`src/hw/uflc_pkg.sv`:
```
// shared constants and types for the serial flow, request and baud control block
package uflc_pkg;
	// fifo geometry
	localparam int FIFO_DEPTH = 16;
	localparam int SKID_DEPTH = 2;
	localparam logic [4:0] FIFO_CAP = 5'h10;
	localparam logic [4:0] HOLD_CAP = 5'h01;
	// handshake thresholds in free bytes
	localparam logic [4:0] RTS_ON_FREE = 5'h02;
	localparam logic [4:0] RTS_OFF_FREE = 5'h01;
	localparam int HS_CHANNELS = 2;
	// request routing modes
	localparam logic [1:0] MODE_OFF = 2'h0;
	localparam logic [1:0] MODE_INT = 2'h1;
	localparam logic [1:0] MODE_DMA = 2'h2;
	// error status bit positions
	localparam int ERR_W = 4;
	localparam int ERR_OVR = 0;
	localparam int ERR_PAR = 1;
	localparam int ERR_FRM = 2;
	localparam int ERR_BRK = 3;
	// frame and timing figures
	localparam logic [3:0] START_BITS = 4'h1;
	localparam logic [3:0] MIN_DATA_BITS = 4'h5;
	localparam logic [3:0] STOP_BITS = 4'h1;
	localparam logic [8:0] TO_WORDS = 9'h003;
	localparam logic [8:0] OVERSAMPLE = 9'h010;
	localparam logic [3:0] SUB_LAST = 4'hf;
	// reset values
	localparam logic [15:0] DIV_RST = 16'h0000;
	localparam logic [4:0] CNT_RST = 5'h00;
	// break sequencer, gray along idle, wait, send
	typedef enum logic [1:0] {
		BRK_IDLE = 2'b00,
		BRK_WAIT = 2'b01,
		BRK_SEND = 2'b11
	} uflc_brk_t;
endpackage : uflc_pkg

```
`src/hw/uflc_skid.sv`:
```
// two-entry buffer with valid and ready on both sides
`timescale 1ns/100ps
module uflc_skid import uflc_pkg::*; #(
	parameter int W = 8
) (
	// clock and reset
	input wire logic clk,
	input wire logic nrst,
	// fill side
	input wire logic in_valid,
	output logic in_ready,
	input wire logic [W-1:0] in_data,
	// drain side
	output logic out_valid,
	input wire logic out_ready,
	output logic [W-1:0] out_data
);
	logic [W-1:0] mem [SKID_DEPTH];
	logic wp_q;
	logic rp_q;
	logic [1:0] cnt_q;
	wire push = in_valid && in_ready;
	wire pop = out_valid && out_ready;

	// full and empty straight from the count, so a stalled drain really fills it
	assign in_ready = (cnt_q != 2'(SKID_DEPTH));
	assign out_valid = (cnt_q != 2'h0);
	assign out_data = mem[rp_q];

	// storage needs no reset, it is only read while counted
	always_ff @(posedge clk) begin
		if (push) begin
			mem[wp_q] <= in_data;
		end
	end

	// pointers and occupancy
	always_ff @(posedge clk or negedge nrst) begin
		if (!nrst) begin
			wp_q <= 1'b0;
			rp_q <= 1'b0;
			cnt_q <= 2'h0;
		end else begin
			wp_q <= wp_q ^ push;
			rp_q <= rp_q ^ pop;
			cnt_q <= cnt_q + {1'b0, push} - {1'b0, pop};
		end
	end
endmodule : uflc_skid

```
`src/hw/uflc_baud.sv`:
```
// baud generator: source by divisor plus one gives the 16x tick, then by 16 the bit tick
`timescale 1ns/100ps
module uflc_baud import uflc_pkg::*; (
	// clock and reset
	input wire logic clk,
	input wire logic nrst,
	// configuration
	input wire logic clk_sel,
	input wire logic ext_baud_clk,
	input wire logic [15:0] baud_divisor,
	// ticks
	output logic tick16,
	output logic bit_tick
);
	logic ext_q;
	logic [15:0] div_q;
	logic [3:0] sub_q;
	// external clock is counted by its rising edges, so it must run slower than clk
	wire src_tick = clk_sel ? (ext_baud_clk && !ext_q) : 1'b1;
	wire div_wrap = src_tick && (div_q == 16'h0000);

	// divisor counter and 16x prescaler
	always_ff @(posedge clk or negedge nrst) begin
		if (!nrst) begin
			ext_q <= 1'b0;
			div_q <= DIV_RST;
			sub_q <= 4'h0;
			tick16 <= 1'b0;
			bit_tick <= 1'b0;
		end else begin
			ext_q <= ext_baud_clk;
			if (src_tick) begin
				div_q <= div_wrap ? baud_divisor : div_q - 16'h0001;
			end
			if (div_wrap) begin
				sub_q <= sub_q + 4'h1;
			end
			tick16 <= div_wrap;
			bit_tick <= div_wrap && (sub_q == SUB_LAST);
		end
	end
endmodule : uflc_baud

```
`src/hw/uflc_core.sv`:
```
// serial channel control: flow control, request routing, error fifo, break, loopback
`timescale 1ns/100ps
module uflc_core import uflc_pkg::*; #(
	parameter int CHAN = 0
) (
	// clock and reset
	input wire logic clk,
	input wire logic nrst,
	// channel configuration
	input wire logic fifo_en,
	input wire logic [1:0] rx_mode,
	input wire logic [1:0] tx_mode,
	input wire logic rx_err_irq_en,
	input wire logic rx_timeout_en,
	input wire logic loopback,
	input wire logic send_break,
	input wire logic [4:0] rx_trig_lvl,
	input wire logic [4:0] tx_trig_lvl,
	input wire logic [1:0] word_len,
	input wire logic parity_en,
	input wire logic two_stop,
	// baud source
	input wire logic clk_sel,
	input wire logic ext_baud_clk,
	input wire logic [15:0] baud_divisor,
	output logic baud16_tick,
	output logic baud_bit_tick,
	// modem lines and their control
	input wire logic auto_handshake,
	input wire logic modem_ctrl_reg,
	input wire logic tx_permit_in_n,
	output logic rx_room_out_n,
	output logic modem_stat_reg,
	// receive shifter side
	input wire logic rx_word_valid,
	input wire logic [7:0] rx_word,
	input wire logic rx_par_err,
	input wire logic rx_frm_err,
	input wire logic rx_brk,
	// software receive side
	input wire logic rd_pop,
	output logic [7:0] rx_data_reg,
	input wire logic err_stat_rd,
	output logic [ERR_W-1:0] rx_error_reg,
	output logic [4:0] rx_count,
	// software transmit side
	input wire logic tx_wr_valid,
	output logic tx_wr_ready,
	input wire logic [7:0] tx_wr_data,
	output logic [4:0] tx_count,
	// transmit shifter side
	input wire logic tx_busy,
	input wire logic tx_serial,
	output logic tx_load,
	output logic [7:0] tx_word,
	// serial pins
	input wire logic rxd_pin,
	output logic txd_pin,
	output logic rx_serial,
	// status and requests
	output logic [2:0] txrx_stat_reg,
	output logic rx_irq,
	output logic tx_irq,
	output logic err_irq,
	output logic rx_dma_req,
	output logic tx_dma_req
);
	localparam bit HAS_HS = (CHAN < HS_CHANNELS);

	// request routing by mode, bit 1 dma, bit 0 interrupt
	function automatic logic [1:0] route(input logic [1:0] mode, input logic ev);
		route = {ev && (mode == MODE_DMA), ev && (mode == MODE_INT)};
	endfunction : route

	logic [7:0] rx_mem [FIFO_DEPTH];
	logic [ERR_W-1:0] rx_err_mem [FIFO_DEPTH];
	logic [7:0] tx_mem [FIFO_DEPTH];
	logic [3:0] rx_wp_q, rx_rp_q, tx_wp_q, tx_rp_q;
	logic [4:0] rx_cnt_q, tx_cnt_q;
	logic cts_s1_q, cts_s2_q;
	logic head_rep_q, char_rd_q, seen_q;
	logic [ERR_W-1:0] err_stat_q;
	logic [8:0] to_cnt_q;
	logic to_done_q;
	logic [3:0] brk_bits_q;
	uflc_brk_t brk_q;
	logic sk_valid;
	logic [7:0] sk_data;

	// shared decodes
	wire auto_on = HAS_HS && auto_handshake;
	wire [4:0] cap = fifo_en ? FIFO_CAP : HOLD_CAP;
	wire [3:0] word_bits = START_BITS + MIN_DATA_BITS + {2'b00, word_len} + STOP_BITS;
	wire [3:0] frame_bits = word_bits + {3'b000, parity_en} + {3'b000, two_stop};

	// receive fifo control; a pop frees room for a push in the same cycle
	wire rx_full = (rx_cnt_q >= cap);
	wire rx_pop_ok = rd_pop && (rx_cnt_q != CNT_RST);
	wire rx_push_ok = rx_word_valid && (!rx_full || rx_pop_ok);
	wire rx_ovr = rx_word_valid && rx_full && !rx_pop_ok;
	wire [4:0] rx_cnt_d = rx_cnt_q + {4'h0, rx_push_ok} - {4'h0, rx_pop_ok};
	wire [ERR_W-1:0] new_err = {rx_brk, rx_frm_err, rx_par_err, 1'b0};
	wire [ERR_W-1:0] head_err = (rx_cnt_q != CNT_RST) ? rx_err_mem[rx_rp_q] : '0;
	wire rx_hit = fifo_en ? (rx_cnt_d == rx_trig_lvl) : 1'b1;
	wire rx_ev = rx_push_ok && rx_hit;

	// one error event per flagged entry, raised when it reaches the head
	wire err_fire = (|head_err) && !head_rep_q;
	wire char_done = char_rd_q || (rx_pop_ok && head_rep_q);
	wire seen_done = seen_q || (err_stat_rd && (|err_stat_q));
	wire err_clr = char_done && seen_done;

	// time-out watch: fifo holds data below trigger and nothing moves
	wire [8:0] to_limit = TO_WORDS * {5'h00, word_bits} * OVERSAMPLE;
	wire to_arm = fifo_en && rx_timeout_en && (rx_cnt_q != CNT_RST) && (rx_cnt_q < rx_trig_lvl);
	wire rx_move = rx_push_ok || rx_pop_ok;
	wire to_ev = to_arm && !to_done_q && !rx_move && baud16_tick
		&& (to_cnt_q == to_limit - 9'h001);

	// transmit fifo; loads wait for the shifter, a pending break and clear-to-send
	wire tx_push = sk_valid && (tx_cnt_q < cap);
	wire cts_ok = !auto_on || cts_s2_q;
	wire tx_pop = (tx_cnt_q != CNT_RST) && !tx_busy && !tx_load && (brk_q == BRK_IDLE)
		&& !send_break && cts_ok;
	wire [4:0] tx_cnt_d = tx_cnt_q + {4'h0, tx_push} - {4'h0, tx_pop};
	wire tx_ev = tx_pop && (fifo_en ? (tx_cnt_d == tx_trig_lvl) : 1'b1);
	wire [1:0] rx_route = route(rx_mode, rx_ev);
	wire [1:0] tx_route = route(tx_mode, tx_ev);
	wire line = (brk_q == BRK_SEND) ? 1'b0 : tx_serial;
	wire [4:0] rx_free = FIFO_CAP - rx_cnt_q;

	// write buffer absorbs software writes while the fifo is full
	uflc_skid #(.W(8)) u_skid (
		.clk(clk),
		.nrst(nrst),
		.in_valid(tx_wr_valid),
		.in_ready(tx_wr_ready),
		.in_data(tx_wr_data),
		.out_valid(sk_valid),
		.out_ready(tx_cnt_q < cap),
		.out_data(sk_data)
	);

	uflc_baud u_baud (
		.clk(clk),
		.nrst(nrst),
		.clk_sel(clk_sel),
		.ext_baud_clk(ext_baud_clk),
		.baud_divisor(baud_divisor),
		.tick16(baud16_tick),
		.bit_tick(baud_bit_tick)
	);

	// fifo storage, overrun marks the newest stored entry
	always_ff @(posedge clk) begin
		if (rx_push_ok) begin
			rx_mem[rx_wp_q] <= rx_word;
			rx_err_mem[rx_wp_q] <= new_err;
		end else if (rx_ovr) begin
			rx_err_mem[rx_wp_q - 4'h1][ERR_OVR] <= 1'b1;
		end
		if (tx_push) begin
			tx_mem[tx_wp_q] <= sk_data;
		end
	end

	// pointers, counts and read data
	always_ff @(posedge clk or negedge nrst) begin
		if (!nrst) begin
			rx_wp_q <= 4'h0;
			rx_rp_q <= 4'h0;
			rx_cnt_q <= CNT_RST;
			tx_wp_q <= 4'h0;
			tx_rp_q <= 4'h0;
			tx_cnt_q <= CNT_RST;
			rx_data_reg <= 8'h00;
			tx_word <= 8'h00;
			tx_load <= 1'b0;
		end else begin
			rx_wp_q <= rx_wp_q + {3'h0, rx_push_ok};
			rx_rp_q <= rx_rp_q + {3'h0, rx_pop_ok};
			rx_cnt_q <= rx_cnt_d;
			tx_wp_q <= tx_wp_q + {3'h0, tx_push};
			tx_rp_q <= tx_rp_q + {3'h0, tx_pop};
			tx_cnt_q <= tx_cnt_d;
			if (rx_pop_ok) begin
				rx_data_reg <= rx_mem[rx_rp_q];
			end
			if (tx_pop) begin
				tx_word <= tx_mem[tx_rp_q];
			end
			tx_load <= tx_pop;
		end
	end

	// error status: a new head error wins over a clear in the same cycle
	always_ff @(posedge clk or negedge nrst) begin
		if (!nrst) begin
			head_rep_q <= 1'b0;
			char_rd_q <= 1'b0;
			seen_q <= 1'b0;
			err_stat_q <= '0;
		end else begin
			head_rep_q <= rx_pop_ok ? 1'b0 : (head_rep_q || err_fire);
			char_rd_q <= err_clr ? 1'b0 : char_done;
			seen_q <= err_clr ? 1'b0 : seen_done;
			err_stat_q <= (err_clr ? '0 : err_stat_q) | (err_fire ? head_err : '0);
		end
	end
	assign rx_error_reg = err_stat_q;

	// time-out counter restarts on any fifo movement
	always_ff @(posedge clk or negedge nrst) begin
		if (!nrst) begin
			to_cnt_q <= 9'h000;
			to_done_q <= 1'b0;
		end else begin
			if (rx_move || !to_arm) begin
				to_cnt_q <= 9'h000;
			end else if (baud16_tick) begin
				to_cnt_q <= to_cnt_q + 9'h001;
			end
			to_done_q <= rx_move ? 1'b0 : (to_done_q || to_ev);
		end
	end

	// break sequencer; extra tick covers the partial first bit period
	always_ff @(posedge clk or negedge nrst) begin
		if (!nrst) begin
			brk_q <= BRK_IDLE;
			brk_bits_q <= 4'h0;
		end else begin
			case (brk_q)
				BRK_IDLE: begin
					if (send_break) begin
						brk_q <= BRK_WAIT;
					end
				end
				BRK_WAIT: begin
					if (!tx_busy && !tx_load) begin
						brk_q <= BRK_SEND;
						brk_bits_q <= frame_bits;
					end
				end
				BRK_SEND: begin
					if (baud_bit_tick) begin
						brk_bits_q <= brk_bits_q - 4'h1;
						if (brk_bits_q == 4'h0) begin
							brk_q <= BRK_IDLE;
						end
					end
				end
				default: begin
					brk_q <= BRK_IDLE;
				end
			endcase
		end
	end

	// modem lines, serial path, status and requests all leave from flops
	always_ff @(posedge clk or negedge nrst) begin
		if (!nrst) begin
			cts_s1_q <= 1'b0;
			cts_s2_q <= 1'b0;
			rx_room_out_n <= 1'b1;
			txd_pin <= 1'b1;
			rx_serial <= 1'b1;
			txrx_stat_reg <= 3'b110;
			rx_irq <= 1'b0;
			tx_irq <= 1'b0;
			err_irq <= 1'b0;
			rx_dma_req <= 1'b0;
			tx_dma_req <= 1'b0;
		end else begin
			cts_s1_q <= !tx_permit_in_n;
			cts_s2_q <= cts_s1_q;
			if (!HAS_HS) begin
				rx_room_out_n <= 1'b1;
			end else if (!auto_on) begin
				rx_room_out_n <= !modem_ctrl_reg;
			end else if (rx_free > RTS_ON_FREE) begin
				rx_room_out_n <= 1'b0;
			end else if (rx_free < RTS_OFF_FREE) begin
				rx_room_out_n <= 1'b1;
			end
			txd_pin <= loopback ? 1'b1 : line;
			rx_serial <= loopback ? line : rxd_pin;
			txrx_stat_reg <= {!tx_busy && !tx_load && (brk_q == BRK_IDLE),
				tx_cnt_q == CNT_RST, rx_cnt_q != CNT_RST};
			rx_irq <= rx_route[0] || to_ev;
			rx_dma_req <= rx_route[1];
			tx_irq <= tx_route[0];
			tx_dma_req <= tx_route[1];
			err_irq <= err_fire && rx_err_irq_en;
		end
	end
	assign modem_stat_reg = cts_s2_q;
	assign rx_count = rx_cnt_q;
	assign tx_count = tx_cnt_q;
endmodule : uflc_core

```
`config.mk`:
```
export PLATFORM = sky130hd
export DESIGN_NAME = uflc_core
export DESIGN_NICKNAME = d
export VERILOG_FILES = /design/src/hw/uflc_pkg.sv /design/src/hw/uflc_skid.sv /design/src/hw/uflc_baud.sv /design/src/hw/uflc_core.sv
export SDC_FILE = /design/constraint.sdc
export NUM_CORES = 1
export LEC_CHECK = 0
export BUFFER_PORTS_ARGS = -buffer_cell sky130_fd_sc_hd__buf_4
export CAP_MARGIN = 30
export CORE_ASPECT_RATIO = 0.9
export CORE_UTILIZATION = 39
export CTS_CLUSTER_SIZE = 8
export DETAILED_ROUTE_END_ITERATION = 10
export GPL_TIMING_DRIVEN = 0
export HOLD_SLACK_MARGIN = 0.08
export SYNTH_ARGS = -nofsm -noshare
export SYNTH_HDL_FRONTEND = slang
export SYNTH_HIERARCHICAL = 1
export SYNTH_SLANG_ARGS = --single-unit
```
`constraint.sdc`:
```
create_clock -name clk -period 4.7 [get_ports clk]
set_input_delay 0.47 -clock clk [delete_from_list [all_inputs] [get_ports clk]]
set_output_delay 0.47 -clock clk [all_outputs]
set_load 0.02 [all_outputs]
```
==> flow_metrics.tcl <==
set metrics [dict create \
    tightest_slew_ns 0.984 \
    place_ws_ns -0.387 \
    dieArea_um2 49500 \
    critPathCaptureType "flop" \
    seq_area_frac_synth_pct 67.2 \
    grt_max_degree 66 \
    vias_per_cell 5.31 \
    vias 11100 \
    num_antenna_cells 0 \
    area_growth_pct 19.8 \
    cp-start-kind "flop" \
    place.gp.congestion 0.851 \
    synth_cell_types 75 \
    die_w_um 234 \
    grt_pass1_vias 11300 \
    synth-edff-count 336 \
    p_leak_uw 0.00831 \
    maxCapViolCount 0 \
    top_regs "rx_mem: 128 flops, tx_mem: 128 flops, rx_err_mem: 64 flops" \
    core_um2 47900 \
    finalNetCount 1537 \
    status "finished, final reports clean" \
    synth_area_leaders "edfxtp_1 53%, dfrtp_1 13%, mux4_2 9.5%" \
    post_drt_wl_per_cell_um 21.0 \
    yosysTopAreaCell "edfxtp_1" \
    ys_async_sr_fraction_pct 24.0 \
    drive_above_1_share_pct 23.0 \
    post_cts_buffers 0 \
    drc 0 \
    final_antenna_net_count 0 \
    crit_required_ns 5.22 \
    post_dp_cell_area_um2 20700 \
    drt-total-wl_um 43700 \
    max_freq_ghz 0.230 \
    cp.arrival_ns 4.88 \
    seqCellArea_um2 12800 \
    finalSetupViolCount 0 \
    synth-seq-cells 442 \
    numPortBuffers 117 \
    clk_path_buf_depth 3 \
    cts.htree.levels 2 \
    syn_area_um2 19000 \
    final_core_util_pct 47.4 \
    finalSetupTns_ns 0 \
    fin_skew_ns 0.0376 \
    synth_fp_nets 1329 \
    finalMaxSlewViolations 0 \
    relSlewSlack_pct 34.2 \
    pin_count 118 \
    die_y_um 211 \
    dr.pass1.iters 5 \
    yosys_warnings 6 \
    hold_class "in -> reg" \
    dp.final_hpwl_um 30000 \
    crit_fanout 10 \
    start_util_pct 39.6 \
    postSynthAreaPerCell_um2 15.8 \
    overflow 0 \
    root_buffer "clkbuf_16" \
    period_minus_slack_ns 4.36 \
    final.setup.worst_slack_ns 0.343 \
    period_share_pct 92.7 \
    hold_viol_final 0 \
    antenna_found_initial 0 \
    grt_use_total_pct 18.0 \
    clk_pin_slew_worst_paths_ns 0.06 \
    first_iter_violations 771 \
    multi_input_area_um2 5780 \
    whs_ns 0.136 \
    yosysTopAreaCellShare_pct 53.2 \
    clock_latency_ns 0.62 \
    synthFlopType "edfxtp_1" \
    cts_num_sinks 442 \
    grt_setup_unrepaired "false" \
    numCtsBuffers 61 \
    synth_cells 1201 \
    grt_pass1_wl_um 66500 \
    cts_tree "done" \
    rows 76 \
    path_class "reg -> reg" \
    fill_cells 4170 \
    ir_worst_vdd_v 0.000341 \
    power.density_nw_per_um2 593 \
    stdcell_area_um2 22700 \
]
==> worst max-delay path, cell delays in order, from the launching register on <==
cell       delay, ns
dfrtp_1         0.44
inv_1           0.13
ha_1            0.24
and2_1          0.15
ha_2            0.25
nor2b_4         0.24
clkinv_2        0.20
o21ai_0         0.18
nand2_2         0.19
ha_1            0.31
inv_1           0.06
ha_1            0.15
inv_1           0.05
fa_1            0.40
xor2_1          0.25
and2_1          0.17
o2111ai_1       0.19
o32a_1          0.45
nor3b_1         0.22
==> Yosys cell counts (16+ instances only) <==
| library cell | instances |
|---|---|
| edfxtp_1 | 336 |
| nor2_1 | 103 |
| dfrtp_1 | 101 |
| mux4_2 | 80 |
| nand2_1 | 58 |
| inv_1 | 54 |
| ha_1 | 53 |
| o21ai_0 | 39 |
| xnor2_1 | 32 |
| clkbuf_1 | 24 |
| nand3_1 | 22 |
| nor4_1 | 19 |
| mux2i_1 | 18 |
| mux2_2 | 17 |
| a21oi_1 | 16 |
| buf_2 | 16 |
| o221ai_1 | 16 |
==> area by class of cell <==
class | instances | share of cell area [%]
inverter | 56 | 0.931
sequential | 442 | 56.1
clock buffer | 110 | 7.57
buffer | 48 | 1.03
timing repair buffer | 145 | 5.06
tap | 624 | 3.44
multi-input combinational | 655 | 25.5
clock inverter | 3 | 0.396
==> path summary, 6_finish.rpt <==
check | start | slack, ns | cells past startpoint | endpoint
worst max-delay path | rx_count[0] | 0.34 | 18 | rx_dma_req
worst min-delay path | rx_mode[1] | 0.14 | 2 | rx_dma_req
worst max register to register | rx_count[0] | 0.34 | 18 | rx_dma_req
worst min register to register | cts_s1_q | 0.35 | 0 | modem_stat_reg
max in group asynchronous | nrst | 3.61 | 3 | rx_room_out_n
min in group asynchronous | nrst | 0.37 | 2 | u_baud/div_q[1]
==> routing by layer <==
metal  global-route usage [%]  vias to the layer above  share of wire (%)
met5                        0                        -                  0
met4                     5.67                        0                2.2
met3                     3.43                       60                5.4
met2                     28.4                      298                 48
met1                     25.0                     5661                 45
li1                         -                     5052                  -
==> report_power, final <==
group          total (uW)  internal (uW)  switching (uW)
logic                4050           1580            2470
registers            5290           4960             333
clock network        4130           2500            1630
==> repair_timing <==
item / 4_1_cts / 5_1_grt
hold endpoints to repair: 63 / 0
setup endpoints to repair: 5 / 2
resized for setup: 3 / 4
hold buffers: 19 / 0
==> layout by cell type (no fill, tap or decap), drive strengths merged, types with 18 or more instances in the layout <==
cell type | Yosys | final
buf | 24 | 150
clkbuf | 24 | 134
dfrtp | 101 | 101
dlygate4sd3 | 0 | 19
edfxtp | 336 | 336
ha | 53 | 53
inv | 55 | 55
mux2i | 18 | 18
mux4 | 80 | 80
nand2 | 58 | 58
nand3 | 23 | 23
nor2 | 104 | 104
nor4 | 22 | 22
o21ai | 42 | 42
xnor2 | 32 | 32
==> logic make-up (layout without fill, tap and decap cells) <==
logic type	count (synthesis)	in the layout	synth area share [%]
compound gates	139	139	5.08
fa+ha+maj	56	56	3.81
xor+xnor	47	47	2.25
simple gates	298	298	7.83
buf+inv	104	362	2.34
mux	115	115	11.5
flops	442	442	67.2
==> per-stage QoR <==
| step | power (uW) | instances |
|---|---|---|
| finish | 13500 | 2083 |
| global placement | 9300 | 1942 |
| detailed placement | 9430 | 1950 |
| CTS | 13600 | 2082 |
| floorplan | 8040 | 1201 |
| global route | 14200 | 2083 |
Note: power is estimated with default switching activity, not from simulation.
